`src/hdl/lmt_pkg.sv`:
```
// constants for the low power millisecond timebase
package lmt_pkg;
  // clock events per millisecond, first of each alternating pair
  localparam logic [7:0] BASE_32K = 8'h41; // 65 events, pair gives 65/66
  localparam logic [7:0] BASE_16K = 8'h20; // 32 events, pair gives 32/33
  // error correction intervals
  localparam logic [5:0] MS_PER_BLOCK = 6'h28; // 40 ms block
  localparam logic [9:0] MS_PER_SEC = 10'h3e8; // 1000 ms per second
  localparam int LAYERS = 15; // 1 s, 2 s ... 16384 s
  localparam int SEC_W = 14; // seconds counter wraps at 16384 s
  // widths
  localparam int TRIM_W = 4; // signed trim field
  localparam int MS_W = 30; // software millisecond counter
  localparam int SH_W = 24; // shadow coprocessor timer
  localparam int TS_W = 16; // time stamp width
  localparam int TS_N = 8; // time stamp count
  // reset values
  localparam logic [7:0] EVT_RST = 8'h00;
  localparam logic [29:0] MS_RST = 30'h0000_0000;
  localparam logic [23:0] SH_RST = 24'h00_0000;
  localparam logic [15:0] TS_RST = 16'h0000;
  // wakeup sequencer states
  typedef enum logic [1:0] {WK_IDLE, WK_POWER, WK_DELAY} lmt_wake_t;
endpackage

```
`src/hdl/lmt_timebase.sv`:
```
// millisecond timebase with correction, timers, time stamps and wakeup sequencer
module lmt_timebase (
  input wire logic clk,
  input wire logic rst,
  input wire logic refClk, // reference clock, sampled on clk
  input wire logic refSel32, // 1: 32 kHz reference, 0: 16 kHz
  input wire logic [lmt_pkg::TRIM_W-1:0] trim, // signed period trim
  input wire logic corr40En, // add one event every 40 ms
  input wire logic [lmt_pkg::LAYERS-1:0] corrEn, // per layer enable
  input wire logic [lmt_pkg::LAYERS-1:0] corrDec, // per layer: 1 subtract
  input wire logic [7:0] timeoutPeriod, // ms, zero stops the timeout
  input wire logic msWrEn, // software write strobe
  input wire logic [lmt_pkg::MS_W-1:0] msWrData, // software write value
  input wire logic [lmt_pkg::TS_N-1:0] tsIrq, // time stamp interrupt sources
  input wire logic [lmt_pkg::TS_N-1:0] tsMask, // 1 masks the source
  input wire logic [7:0] kickDelay, // ms from power on to kick-off
  input wire logic pwrOn, // power manager: coprocessor domain on
  output logic msEvent, // one cycle per millisecond
  output logic timeoutEvt, // one cycle per timeout
  output logic [lmt_pkg::MS_W-1:0] msCount, // software counter
  output logic [lmt_pkg::SH_W-1:0] shadowTimer, // coprocessor timer
  output logic [lmt_pkg::TS_N*lmt_pkg::TS_W-1:0] stamps, // stamp i at [16i+15:16i]
  output logic wakeReq, // ask power manager to power coprocessor
  output logic kickoff // one cycle kick-off to coprocessor
);
  // event generator state
  // refPrev resets low, so a reference held high at release counts one event
  logic refPrev_r; // last sampled reference level
  logic [7:0] evCnt_r; // events inside current ms
  logic altBit_r; // 0: short period, 1: long period
  logic signed [5:0] adj_r; // correction applied to current period
  // correction interval counters
  logic [5:0] blkCnt_r; // ms inside 40 ms block
  logic [9:0] secMs_r; // ms inside second
  logic [lmt_pkg::SEC_W-1:0] secCnt_r; // whole seconds
  // timers and outputs
  logic [7:0] toCnt_r; // ms since last timeout
  logic msEvent_r;
  logic timeoutEvt_r;
  logic [lmt_pkg::MS_W-1:0] msCount_r;
  logic [lmt_pkg::SH_W-1:0] shadow_r;
  logic wakeReq_r;
  logic kickoff_r;
  logic [7:0] kickCnt_r; // ms waited after power on
  lmt_pkg::lmt_wake_t wake_r;

  // edge of reference in either direction is an event
  wire clkEvent = refClk ^ refPrev_r;

  // base period by reference rate, long period adds one
  wire [7:0] baseCnt = refSel32 ? lmt_pkg::BASE_32K : lmt_pkg::BASE_16K;
  // period = base + alternate + trim + pending correction in 10 bits, base and alternate zero-extended, trim and correction sign-extended
  wire signed [9:0] trimExt = 10'(signed'(trim));
  wire signed [9:0] periodW = $signed({2'b00, baseCnt}) + $signed({9'h000, altBit_r})
                              + trimExt + 10'(adj_r);
  // guard: a negative or zero period would stop time, hold at one
  wire [7:0] periodLast = (periodW < 10'sd2) ? 8'h00 : 8'(periodW - 10'sd1);
  wire msTick = clkEvent && (evCnt_r >= periodLast);

  // interval boundaries reached by the millisecond now closing
  wire blkEnd = (blkCnt_r == lmt_pkg::MS_PER_BLOCK - 6'h01);
  wire secEnd = (secMs_r == lmt_pkg::MS_PER_SEC - 10'h001);

  // per layer due flag and signed contribution
  logic [lmt_pkg::LAYERS-1:0] layerDue;
  genvar g;
  generate
    for (g = 0; g < lmt_pkg::LAYERS; g++) begin : gLayer
      if (g == 0) begin : gOne
        assign layerDue[g] = secEnd && corrEn[g];
      end else begin : gPow
        // 2^g seconds elapse when the low g second bits are all ones
        assign layerDue[g] = secEnd && corrEn[g] && (&secCnt_r[g-1:0]);
      end
    end
  endgenerate

  // sum every due adjustment into the next period
  // the sum rides on that one period only, adj falls back to zero after it
  logic signed [5:0] adjNxt;
  always_comb begin
    adjNxt = (blkEnd && corr40En) ? 6'sd1 : 6'sd0;
    for (int k = 0; k < lmt_pkg::LAYERS; k++) begin
      if (layerDue[k]) begin
        adjNxt = corrDec[k] ? adjNxt - 6'sd1 : adjNxt + 6'sd1;
      end
    end
  end

  // event counter and period sequencing
  always_ff @(posedge clk) begin
    if (rst) begin
      refPrev_r <= 1'b0;
      evCnt_r <= lmt_pkg::EVT_RST;
      altBit_r <= 1'b0;
      adj_r <= 6'sd0;
      msEvent_r <= 1'b0;
    end else begin
      refPrev_r <= refClk;
      msEvent_r <= msTick;
      if (msTick) begin
        evCnt_r <= lmt_pkg::EVT_RST;
        altBit_r <= ~altBit_r;
        adj_r <= adjNxt;
      end else if (clkEvent) begin
        evCnt_r <= evCnt_r + 8'h01;
      end
    end
  end

  // correction interval counters
  always_ff @(posedge clk) begin
    if (rst) begin
      blkCnt_r <= 6'h00;
      secMs_r <= 10'h000;
      secCnt_r <= '0;
    end else if (msTick) begin
      blkCnt_r <= blkEnd ? 6'h00 : blkCnt_r + 6'h01;
      secMs_r <= secEnd ? 10'h000 : secMs_r + 10'h001;
      if (secEnd) begin
        secCnt_r <= secCnt_r + 1'b1; // wraps at 16384 s
      end
    end
  end

  // timeout counter, period zero keeps it idle
  // lowering the period below the running count lets it run on to the 8-bit wrap
  wire toHit = msTick && (timeoutPeriod != 8'h00) && (toCnt_r + 8'h01 == timeoutPeriod);
  always_ff @(posedge clk) begin
    if (rst) begin
      toCnt_r <= 8'h00;
      timeoutEvt_r <= 1'b0;
    end else begin
      timeoutEvt_r <= toHit;
      if (toHit || timeoutPeriod == 8'h00) begin
        toCnt_r <= 8'h00;
      end else if (msTick) begin
        toCnt_r <= toCnt_r + 8'h01;
      end
    end
  end

  // software counter: a write in the tick cycle wins over the tick
  always_ff @(posedge clk) begin
    if (rst) begin
      msCount_r <= lmt_pkg::MS_RST;
      shadow_r <= lmt_pkg::SH_RST;
    end else begin
      if (msWrEn) begin
        msCount_r <= msWrData;
      end else if (msTick) begin
        msCount_r <= msCount_r + 30'h0000_0001;
      end
      if (msTick) begin
        shadow_r <= shadow_r + 24'h00_0001;
      end
    end
  end

  // time stamps latch the low shadow bits on unmasked sources
  generate
    for (g = 0; g < lmt_pkg::TS_N; g++) begin : gStamp
      logic [lmt_pkg::TS_W-1:0] stamp_r;
      // an unmasked source held high reloads its stamp on every cycle
      wire take = tsIrq[g] && !tsMask[g];
      always_ff @(posedge clk) begin
        if (rst) begin
          stamp_r <= lmt_pkg::TS_RST;
        end else if (take) begin
          stamp_r <= shadow_r[lmt_pkg::TS_W-1:0];
        end
      end
      assign stamps[g*lmt_pkg::TS_W +: lmt_pkg::TS_W] = stamp_r;

    end
  endgenerate

  // wakeup sequencer; delay counted in ms, zero kicks on the first ms tick
  // timeouts arriving mid-sequence are dropped, not queued
  wire delayDone = msTick && (kickCnt_r >= kickDelay);
  always_ff @(posedge clk) begin
    if (rst) begin
      wake_r <= lmt_pkg::WK_IDLE;
      wakeReq_r <= 1'b0;
      kickoff_r <= 1'b0;
      kickCnt_r <= 8'h00;
    end else begin
      kickoff_r <= 1'b0;
      case (wake_r)
        lmt_pkg::WK_IDLE: begin
          if (timeoutEvt_r) begin
            wakeReq_r <= 1'b1;
            wake_r <= lmt_pkg::WK_POWER;
          end
        end
        lmt_pkg::WK_POWER: begin
          // hold the request until the domain reports on
          kickCnt_r <= 8'h00;
          if (pwrOn) begin
            wake_r <= lmt_pkg::WK_DELAY;
          end
        end
        lmt_pkg::WK_DELAY: begin
          if (delayDone) begin
            kickoff_r <= 1'b1;
            wakeReq_r <= 1'b0;
            wake_r <= lmt_pkg::WK_IDLE;
          end else if (msTick) begin
            kickCnt_r <= kickCnt_r + 8'h01;
          end
        end
        default: begin
          wake_r <= lmt_pkg::WK_IDLE;
          wakeReq_r <= 1'b0;
        end
      endcase
    end
  end

  // outputs straight from flip-flops
  assign msEvent = msEvent_r;
  assign timeoutEvt = timeoutEvt_r;
  assign msCount = msCount_r;
  assign shadowTimer = shadow_r;
  assign wakeReq = wakeReq_r;
  assign kickoff = kickoff_r;
endmodule

```
`config.mk`:
```
export PLATFORM = sky130hd
export DESIGN_NAME = lmt_timebase
export DESIGN_NICKNAME = d
export VERILOG_FILES = /design/src/hdl/lmt_pkg.sv /design/src/hdl/lmt_timebase.sv
export SDC_FILE = /design/constraint.sdc
export NUM_CORES = 1
export LEC_CHECK = 0
export BUFFER_PORTS_ARGS = -buffer_cell sky130_fd_sc_hd__buf_2
export CORE_MARGIN = 4
export CORE_UTILIZATION = 55
export CTS_CLUSTER_DIAMETER = 30
export DETAILED_ROUTE_END_ITERATION = 8
export HOLD_SLACK_MARGIN = 0.05
export PLACE_DENSITY = 0.81
export SYNTH_ARGS = -nofsm -noshare
export SYNTH_HDL_FRONTEND = slang
export SYNTH_SLANG_ARGS = --single-unit
```
`constraint.sdc`:
```
create_clock -name clk -period 33.2 [get_ports clk]
set_clock_uncertainty 0.1 [all_clocks]
set_input_delay 3.32 -clock clk [delete_from_list [all_inputs] [get_ports clk]]
set_output_delay 3.32 -clock clk [all_outputs]
set_load 0.02 [all_outputs]
```
==> results of run 1 <==
## state kept, by name (all words and copies together) (netlist names)
register / cells
wakeReq: 1
adj_r: 6
kickoff: 1
secMs_r: 10
timeoutEvt: 1
refPrev_r: 1
secCnt_r: 14
kickCnt_r: 8
msCount: 30
wake_r: 2
msEvent: 1
blkCnt_r: 6
altBit_r: 1
evCnt_r: 8
toCnt_r: 8
shadowTimer: 24
gStamp.stamp_r: 128
## worst reg2reg max path: cells and delay by family, from the launching register on
| kind | cells | cell delay [ns] |
|---|---|---|
| compound gates | 11 | 2.29 |
| simple gates | 19 | 2.87 |
| fa+ha+maj | 17 | 5.47 |
| flops | 1 | 0.36 |
| buf+inv | 4 | 0.40 |
| xor+xnor | 14 | 2.38 |
| mux | 7 | 1.91 |
## cell usage in the layout (no fill, tap or decap), types with 9 or more instances in the layout
cell,n
nor2_1,178
a31oi_1,15
xor2_1,95
nand4_1,29
nand3_1,62
a211oi_1,20
xnor2_1,84
a21o_1,39
mux2i_1,14
or3_1,10
inv_1,54
mux2_2,19
fa_1,20
buf_4,10
nor3_1,16
nor2b_1,15
bufinv_16,11
clkbuf_16,51
and2_1,22
buf_2,287
o21ai_0,35
ha_1,97
and3_1,26
a21oi_1,211
dfxtp_1,250
nand2_1,372
and4_1,9
nand2b_1,16
## stage by stage
step	instance area (um2)	power, mW
CTS	18800	0.972
detailed placement	16900	0.416
finish	18800	0.966
global placement	16900	0.412
floorplan	15400	0.386
global route	18800	1.00
## cells by family (layout without fill, tap and decap cells)
group / Yosys count / after routing / synth area share (%)
simple gates: 804 / 804 / 24.0
compound gates: 375 / 375 / 14.4
flops: 250 / 250 / 32.6
xor+xnor: 189 / 189 / 11.6
buf+inv: 163 / 445 / 4.23
fa+ha+maj: 117 / 117 / 10.5
mux: 36 / 36 / 2.65
other cells: 0 / 2 / 0
## worst paths after layout
check / slack, ns / from / end
worst max-delay path: 15.31 / corr40En / adj_r[5]
worst min-delay path: 0.35 / gStamp[3].stamp_r[10] / gStamp[3].stamp_r[10]
worst max register to register: 17.28 / blkCnt_r[0] / adj_r[5]
worst min register to register: 0.35 / gStamp[3].stamp_r[10] / gStamp[3].stamp_r[10]
## routing by layer
metal  GRT usage, %  up-vias  share of wire, %
li1               -     7094                 -
met1           33.8     6985                39
met2           47.4      611                47
met3           7.72      169               8.6
met4           14.2        4               5.2
met5              0        -             0.055
## final cells by class
class / count / area [um2] / area share [%]
Multi-Input combinational cell: 1521 / 9720 / 51.6
Sequential cell: 250 / 5000 / 26.6
Timing Repair Buffer: 298 / 1520 / 8.10
Clock buffer: 61 / 1370 / 7.30
Clock inverter: 32 / 520 / 2.77
Tap cell: 372 / 465 / 2.47
Inverter: 54 / 203 / 1.08
Antenna cell: 2 / 5.00 / 0.0266
## power breakdown
part           leakage, nW  switching [mW]  internal (mW)
clock network        0.907           0.173          0.381
logic                 5.59          0.0598         0.0368
registers             2.02         0.00819          0.307
==> impl_metrics.tcl, run 1 <==
set metrics [dict create \
    run_status "finished clean" \
    cap_violations 0 \
    antenna_found_initial 4 \
    die_x_um 175 \
    vias 14900 \
    drive_above_1_share_pct 19.9 \
    clock_sinks 250 \
    cpMaxStageDelayCell "and3_1" \
    dp_slack_ns 14.99 \
    arrival_ns 18.18 \
    route.detailed.drc 0 \
    grt_pass1_wl_um 72700 \
    ant_nets 0 \
    io_pins 289 \
    drt-vias-per-instance 5.74 \
    end_kind "register" \
    syn_area_per_cell_um2 7.94 \
    whs_path_depth 2 \
    grt_max_degree 118 \
    crit_path_frequent_cell "ha_1" \
    hp-class "register to register" \
    max_slew.worst_pin.slew_ns 1.12 \
    finalWirelength_um 45800 \
    dieHeight_um 175 \
    instances_no_fill 2590 \
    seq_area_frac_synth_pct 32.6 \
    port_buffers 288 \
    fmax_mhz 55.9 \
    synthTopCellsByArea "dfxtp_1 33%, nand2_1 9.1%, ha_1 7.9%, a21oi_1 6.9%, xor2_1 5.4%" \
    rows 60 \
    hold_slack_ns 0.351 \
    cts_tree "built" \
    ys_seq_elements 250 \
    h-tree-depth 2 \
    drv_slew 0 \
    clk_path_buf_depth 3 \
    area_growth_pct 22.4 \
    grt_pass1_vias 14500 \
    cts_post_setup_buffers_inserted 0 \
    cts_hold_buf 0 \
    utilization_pct 69.0 \
    syn-instance-count 1934 \
    synthArstFlopShare_pct 0 \
    place.gp.congestion 0.923 \
    worst_r2r_path_depth 72 \
    grt-ovfl-total 0 \
    finalCritPeriodShare_pct 53.9 \
    clk_pin_slew_ns 0.05 \
    critical_path.top_delay_family "adder cells" \
    synth_area_leader_cell "dfxtp_1" \
    numCtsBuffers 51 \
    finalHoldViolations 0 \
    layout_min_cycle_time_ns 17.89 \
    tns_ns 0 \
    start_util_pct 56.4 \
    synth_cell_types 76 \
    dp.cells 2495 \
    startpoint_type "primary input" \
    synthesis.nets 2154 \
    cts.repair.resized 0 \
    dr.pass1.iters 6 \
    leakage_nw 8.52 \
    crit_fanout 16 \
    crit_cells 71 \
    cts-root-buf "clkbuf_16" \
    coreArea_mm2 0.0273 \
    synthFlopType "dfxtp_1" \
    required_ns 33.49 \
    nFillCells 2163 \
    setup_violations 0 \
    ir_drop_mv 0.0593 \
    yosysMostFrequentCell "nand2_1" \
    max_slew_margin_pct 25.5 \
    fin_nets 2396 \
    ys_top_cells_by_count "372 x nand2_1, 250 x dfxtp_1, 211 x a21oi_1, 179 x nor2_1, 97 x ha_1" \
    syn_area_mm2 0.0154 \
    critical_path_class "primary input to register" \
    die-area_mm2 0.0307 \
    path_buf_inv 5 \
    synth_top_area_share_pct 32.6 \
    power_density_mw_per_mm2 51.4 \
    yosysWarnings 0 \
    grt_use_total_pct 28.4 \
    dp_hpwl_um 32400 \
    clk_latency_ns 0.57 \
    wl_per_cell_um 17.7 \
    setup_ws_ns 15.31 \
    rsz0062_at_grt "no" \
    drtIter0Drc 945 \
    synth_edf_count 0 \
    cp_slowest_stage_delay_ns 0.47 \
]
Note: power is estimated with default switching activity, not from simulation.
==> inputs of run 2 (changes only) <==
--- a/config.mk
+++ b/config.mk
@@ -5,13 +5,14 @@
 export SDC_FILE = /design/constraint.sdc
 export NUM_CORES = 1
 export LEC_CHECK = 0
+export ABC_AREA = 1
 export BUFFER_PORTS_ARGS = -buffer_cell sky130_fd_sc_hd__buf_2
 export CORE_MARGIN = 4
-export CORE_UTILIZATION = 55
+export CORE_UTILIZATION = 51
 export CTS_CLUSTER_DIAMETER = 30
 export DETAILED_ROUTE_END_ITERATION = 8
 export HOLD_SLACK_MARGIN = 0.05
-export PLACE_DENSITY = 0.81
+export PLACE_DENSITY = 0.79
 export SYNTH_ARGS = -nofsm -noshare
 export SYNTH_HDL_FRONTEND = slang
 export SYNTH_SLANG_ARGS = --single-unit
==> constraint.sdc (replaced) <==
create_clock -name clk -period 15.35 [get_ports clk]
set_clock_uncertainty 0.1 [all_clocks]
set_input_delay 1.535 -clock clk [delete_from_list [all_inputs] [get_ports clk]]
set_output_delay 1.535 -clock clk [all_outputs]
set_load 0.02 [all_outputs]
==> run 2 against run 1 <==
Sequential power increased by 120%. Hold slack improved by 0.0056 ns. Combinational power grew to 2.6 times the previous value. Largest cell class unchanged.
==> impl_metrics.tcl, run 2 <==
set metrics [dict create \
    synthArstFlopShare_pct 0 \
    critical_path.top_delay_family "adder cells" \
    start_util_pct 51.8 \
    synth_top_area_share_pct 32.5 \
    syn-instance-count 2187 \
    numCtsBuffers 46 \
    crit_fanout 5 \
    cts_post_setup_buffers_inserted 0 \
    ant_nets 0 \
    die-area_mm2 0.0330 \
    final_cell_mix "381 x nand2_1, 288 x buf_2, 262 x inv_1" \
    tns_ns 0 \
    antenna_found_initial 4 \
    finalHoldViolations 0 \
    synth_edf_count 0 \
    synth_area_leader_cell "dfxtp_1" \
    syn_area_mm2 0.0154 \
    hp-class "register to register" \
    utilization_pct 63.1 \
    setup_violations 0 \
    startpoint_type "primary input" \
    vias 16100 \
    grt_max_degree 117 \
    critical_path_class "primary input to register" \
    max_slew.worst_pin.slew_ns 1.02 \
    cap_violations 0 \
    io_pins 289 \
    drt-vias-per-instance 5.56 \
    area_growth_pct 21.8 \
    mostFrequentLayoutCell "nand2_1" \
    coreArea_mm2 0.0297 \
    die_x_um 182 \
    crit_path_frequent_cell "inv_1" \
    port_buffers 288 \
    syn_area_per_cell_um2 7.03 \
    finalWirelength_um 46000 \
    final_area_mm2 0.0187 \
    yosysMostFrequentCell "nand2_1" \
    worst_r2r_path_depth 90 \
    ys_seq_elements 250 \
    fin_nets 2684 \
    wl_per_cell_um 15.9 \
    hold_slack_ns 0.356 \
    synth_cell_types 53 \
    cts.repair.resized 0 \
    yosysWarnings 0 \
    clk_latency_ns 0.54 \
    timing.rr.end "adj_r[5]" \
    place.gp.congestion 0.904 \
    layout_min_cycle_time_ns 14.24 \
    endpoint "adj_r[5]" \
    synthTopCellsByArea "dfxtp_1 33%, nand2_1 9.3%, ha_1 7.9%, a21oi_1 7.7%, o21ai_0 6.6%" \
    cts-root-buf "clkbuf_16" \
    grt_use_total_pct 26.7 \
    h-tree-depth 2 \
    crit_cells 88 \
    cpMaxStageDelayCell "fa_1" \
    route.detailed.drc 0 \
    cts_hold_buf 0 \
    grt_pass1_vias 15700 \
    leakage_nw 8.87 \
    dp_hpwl_um 33900 \
    clk_path_buf_depth 3 \
    finalPower_mw 1.96 \
    path_buf_inv 20 \
    drive_above_1_share_pct 18.3 \
    largest_reg_flops 128 \
    run_status "finished clean" \
    synthFlopType "dfxtp_1" \
    r2r_start "blkCnt_r[1]" \
    grt-ovfl-total 0 \
    power_density_mw_per_mm2 104 \
    cts_tree "built" \
    regMostFlops "gStamp.stamp_r" \
    ys_top_cells_by_count "381 x nand2_1, 262 x inv_1, 250 x dfxtp_1, 238 x a21oi_1, 204 x o21ai_0" \
    end_kind "register" \
    seq_area_frac_synth_pct 32.5 \
    drv_slew 0 \
    ir_drop_mv 0.0941 \
    synthesis.nets 2407 \
    fmax_mhz 70.2 \
    finalCritPeriodShare_pct 92.7 \
    grt_pass1_wl_um 75000 \
    dr.pass1.iters 5 \
    dieHeight_um 182 \
    arrival_ns 14.57 \
    drtIter0Drc 900 \
    clock_sinks 250 \
    clk_pin_slew_ns 0.05 \
    max_slew_margin_pct 31.8 \
    reg2reg_setup_slack_ns 1.43 \
    rsz0062_at_grt "no" \
    rows 63 \
    cp_slowest_stage_delay_ns 0.42 \
    cp-startpoint "corr40En" \
    dpl_cell_area_mm2 0.0171 \
    required_ns 15.69 \
]
run 2: cell types whose count changed after synthesis, sizes merged, moves of 39 or more:
cell   change
xor2      -48
inv      +215
o21ai    +185
xnor2     -69
nor3      +83
a21o      -39
nand3     +87
run 2: cell families (layout without fill, tap and decap cells):
logic type               Yosys count  count (layout)  synth area share, %
AO/OA/AOI/OAI                    539             539                 19.1
XOR/XNOR                          64              64                 3.64
flip-flops                       250             250                 32.5
adder cells (fa/ha/maj)          117             117                 10.5
AND/OR/NAND/NOR                  866             866                 25.7
buffers and inverters            351             665                 8.58
other                              0               2                    0
run 2: cell type report:
type	instances	area, um2
Clock inverter	38	410
Clock buffer	47	1160
Sequential cell	250	5000
Antenna cell	2	5.00
Fill cell	2603	11000
Multi-Input combinational cell	1586	9070
Tap cell	390	488
Inverter	278	1050
Timing Repair Buffer	302	1550
run 2: how the worst min path moves through the flow:
stage	startpoint	end	slack, ns	cells after the start
floorplan	kickCnt_r[7]	kickCnt_r[7]	0.33	1
global placement	kickCnt_r[7]	kickCnt_r[7]	0.34	1
detailed placement	kickCnt_r[7]	kickCnt_r[7]	0.35	1
CTS	kickCnt_r[7]	kickCnt_r[7]	0.36	1
global route	kickCnt_r[7]	kickCnt_r[7]	0.38	1
finish	kickCnt_r[7]	kickCnt_r[7]	0.36	1
run 2: per-stage QoR:
stage | setup WS [ns] | std cells
2_1_floorplan | 1.89 | 2187
3_3_place_gp | 1.14 | 2806
3_5_place_dp | 0.564 | 2806
4_1_cts | 1.09 | 2891
5_1_grt | 0.0279 | 2893
6_report | 1.11 | 2893
run 2: metal layers:
layer / GRT usage (%) / wire [um] / up-vias
li1: - / - / 7937
met1: 32.0 / 18700 / 7486
met2: 46.2 / 22000 / 536
met3: 7.27 / 3770 / 110
met4: 9.13 / 1440 / 4
met5: 0 / 27 / -
run 2: power breakdown:
part           switching (mW)  internal [mW]  total, mW
combinational           0.167         0.0810      0.248
clock                   0.380          0.624       1.00
sequential             0.0227          0.681      0.704
run 2: worst register-to-register path: cells and delay by family (launching register included):
family	cells	cell delay, ns
buffers and inverters	19	1.32
XOR/XNOR	7	1.21
flip-flops	1	0.36
AO/OA/AOI/OAI	8	1.14
adder cells (fa/ha/maj)	17	4.95
AND/OR/NAND/NOR	39	4.71
==> inputs of run 3 (changes only) <==
==> constraint.sdc (replaced) <==
create_clock -name clk -period 12.3 [get_ports clk]
set_clock_uncertainty 0.1 [all_clocks]
set_input_delay 1.23 -clock clk [delete_from_list [all_inputs] [get_ports clk]]
set_output_delay 1.23 -clock clk [all_outputs]
set_load 0.02 [all_outputs]
==> run 3 against run 2 <==
The flow now finishes with violations (setup timing). Sequential share of layout area shrank 2.8 points. Clock-buffer cell count is 4 higher. Hold slack about the same.
==> impl_metrics.tcl, run 3 (synthesis results as in run 2) <==
set metrics [dict create \
    end_kind "register" \
    critical_path.top_delay_family "adder cells" \
    antenna_found_initial 5 \
    drt-vias-per-instance 5.49 \
    leakage_nw 9.79 \
    critical_path_class "primary input to register" \
    max_slew_margin_pct 17.4 \
    rows 63 \
    dp_slack_ns -0.889 \
    h-tree-depth 2 \
    cts_hold_buf 0 \
    fmax_mhz 79.6 \
    reg2reg_setup_slack_ns -0.21 \
    max_slew.worst_pin.slew_ns 1.23 \
    port_buffers 288 \
    coreArea_mm2 0.0297 \
    nFillCells 2266 \
    finalHoldViolations 0 \
    finalPower_mw 2.53 \
    cpMaxStageDelayCell "fa_1" \
    cts-root-buf "clkbuf_16" \
    path_buf_inv 16 \
    instances_no_fill 3080 \
    p_sw_share_pct 28.0 \
    fin_nets 2870 \
    clk_latency_ns 0.54 \
    area_growth_pct 36.1 \
    power.internal_mw 1.82 \
    setup_ws_ns -0.257 \
    crit_path_frequent_cell "inv_2" \
    setup_violations 2 \
    dp_hpwl_um 34600 \
    start_util_pct 51.8 \
    largest_reg_flops 128 \
    finalCritPeriodShare_pct 102 \
    mostFrequentLayoutCell "nand2_1" \
    required_ns 12.63 \
    ir_drop_mv 0.125 \
    numCtsBuffers 45 \
    startpoint_type "primary input" \
    final_cell_mix "355 x nand2_1, 287 x buf_2, 248 x dfxtp_1" \
    clock_sinks 250 \
    netSwitchingPower_uw 708 \
    power_density_mw_per_mm2 121 \
    crit_fanout 4 \
    dp.cells 2900 \
    clk_path_buf_depth 3 \
    route.detailed.drc 0 \
    grt_use_total_pct 28.8 \
    clk_pin_slew_ns 0.05 \
    rsz0062_at_grt "yes" \
    die_x_um 182 \
    io_pins 289 \
    run_status "finished, violations left" \
    wl_per_cell_um 16.5 \
    dpl_cell_area_mm2 0.0180 \
    die-area_mm2 0.0330 \
    layout_min_cycle_time_ns 12.56 \
    p_seq_share_pct 34.8 \
    dieHeight_um 182 \
    hp-class "register to register" \
    drv_slew 0 \
    ant_nets 0 \
    cts_tree "built" \
    hold_slack_ns 0.356 \
    combPwrFrac_pct 13.7 \
    regMostFlops "gStamp.stamp_r" \
    finalWirelength_um 50900 \
    grt_pass1_vias 16600 \
    p_clk_share_pct 51.4 \
    arrival_ns 12.89 \
    vias 16900 \
    drive_above_1_share_pct 29.0 \
    grt-ovfl-total 0 \
    grt_max_degree 123 \
    final_area_mm2 0.0209 \
    grt_pass1_wl_um 80100 \
    cp_slowest_stage_delay_ns 0.42 \
    place.gp.congestion 0.918 \
    cap_violations 0 \
    violations "setup timing" \
    drtIter0Drc 1134 \
    dr.pass1.iters 5 \
]
==> run 3: cell types whose count changed in the layout (fill, tap and decap cells not counted), moves of 19 or more <==
| cell | delta |
|---|---|
| buf_4 | +185 |
| ha_1 | -22 |
| ha_4 | +22 |
| inv_1 | -22 |
| inv_2 | +19 |
| nand2_1 | -26 |
| nand2_2 | +21 |
==> run 3: stage by stage <==
step                      setup TNS, ns  util (%)
final                            -0.277      70.5
after global placement           -0.980      60.7
after global routing              -1.58      70.5
after detailed placement          -2.00      60.7
after CTS                             0      68.8
after floorplan                 -0.0359         -
==> run 3: cell type report <==
cell class                      instances  area [um2]  area share [%]
Multi-Input combinational cell       1586        9810            46.8
Sequential cell                       250        5010            23.9
Timing Repair Buffer                  489        2970            14.2
Clock buffer                           51        1190            5.68
Inverter                              278        1050            5.03
Tap cell                              390         488            2.33
Clock inverter                         33         418            2.00
Antenna cell                            3        7.51          0.0359
==> run 3: metal layers <==
metal / wire [um] / global-route usage [%]
met1: 20000 / 33.9
met2: 24400 / 48.8
met3: 4410 / 8.17
met4: 2070 / 13.0
met5: 0 / 0
==> run 3: timing repair <==
action                                  in CTS  in global routing
gates resized for setup                     53                 86
buffers inserted                            80                 21
gates cloned                                 0                  0
endpoints found under the setup margin       2                  5
pin swaps                                   66                 79
==> run 3: path summary, 6_finish.rpt <==
kind | start | end | cells after the start
setup reg to reg | blkCnt_r[1] | adj_r[5] | 82
hold / removal | adj_r[2] | adj_r[2] | 2
hold reg to reg | adj_r[2] | adj_r[2] | 2
setup / recovery | corr40En | adj_r[5] | 80
==> run 3: power by group through the flow <==
stage / Sequential [mW] / Combinational (mW) / Clock, mW
after global placement: 0.891 / 0.310 / 0
after CTS: 0.878 / 0.335 / 1.31
after floorplan: 0.930 / 0.155 / 0
after detailed placement: 0.892 / 0.319 / 0
final: 0.880 / 0.347 / 1.30
after global routing: 0.884 / 0.380 / 1.35
==> run 3: worst min-delay path, cell delays in order, from the launching register on <==
cell and delay, ns:
dfxtp_1 0.31, nand2_1 0.06, nand2_1 0.04
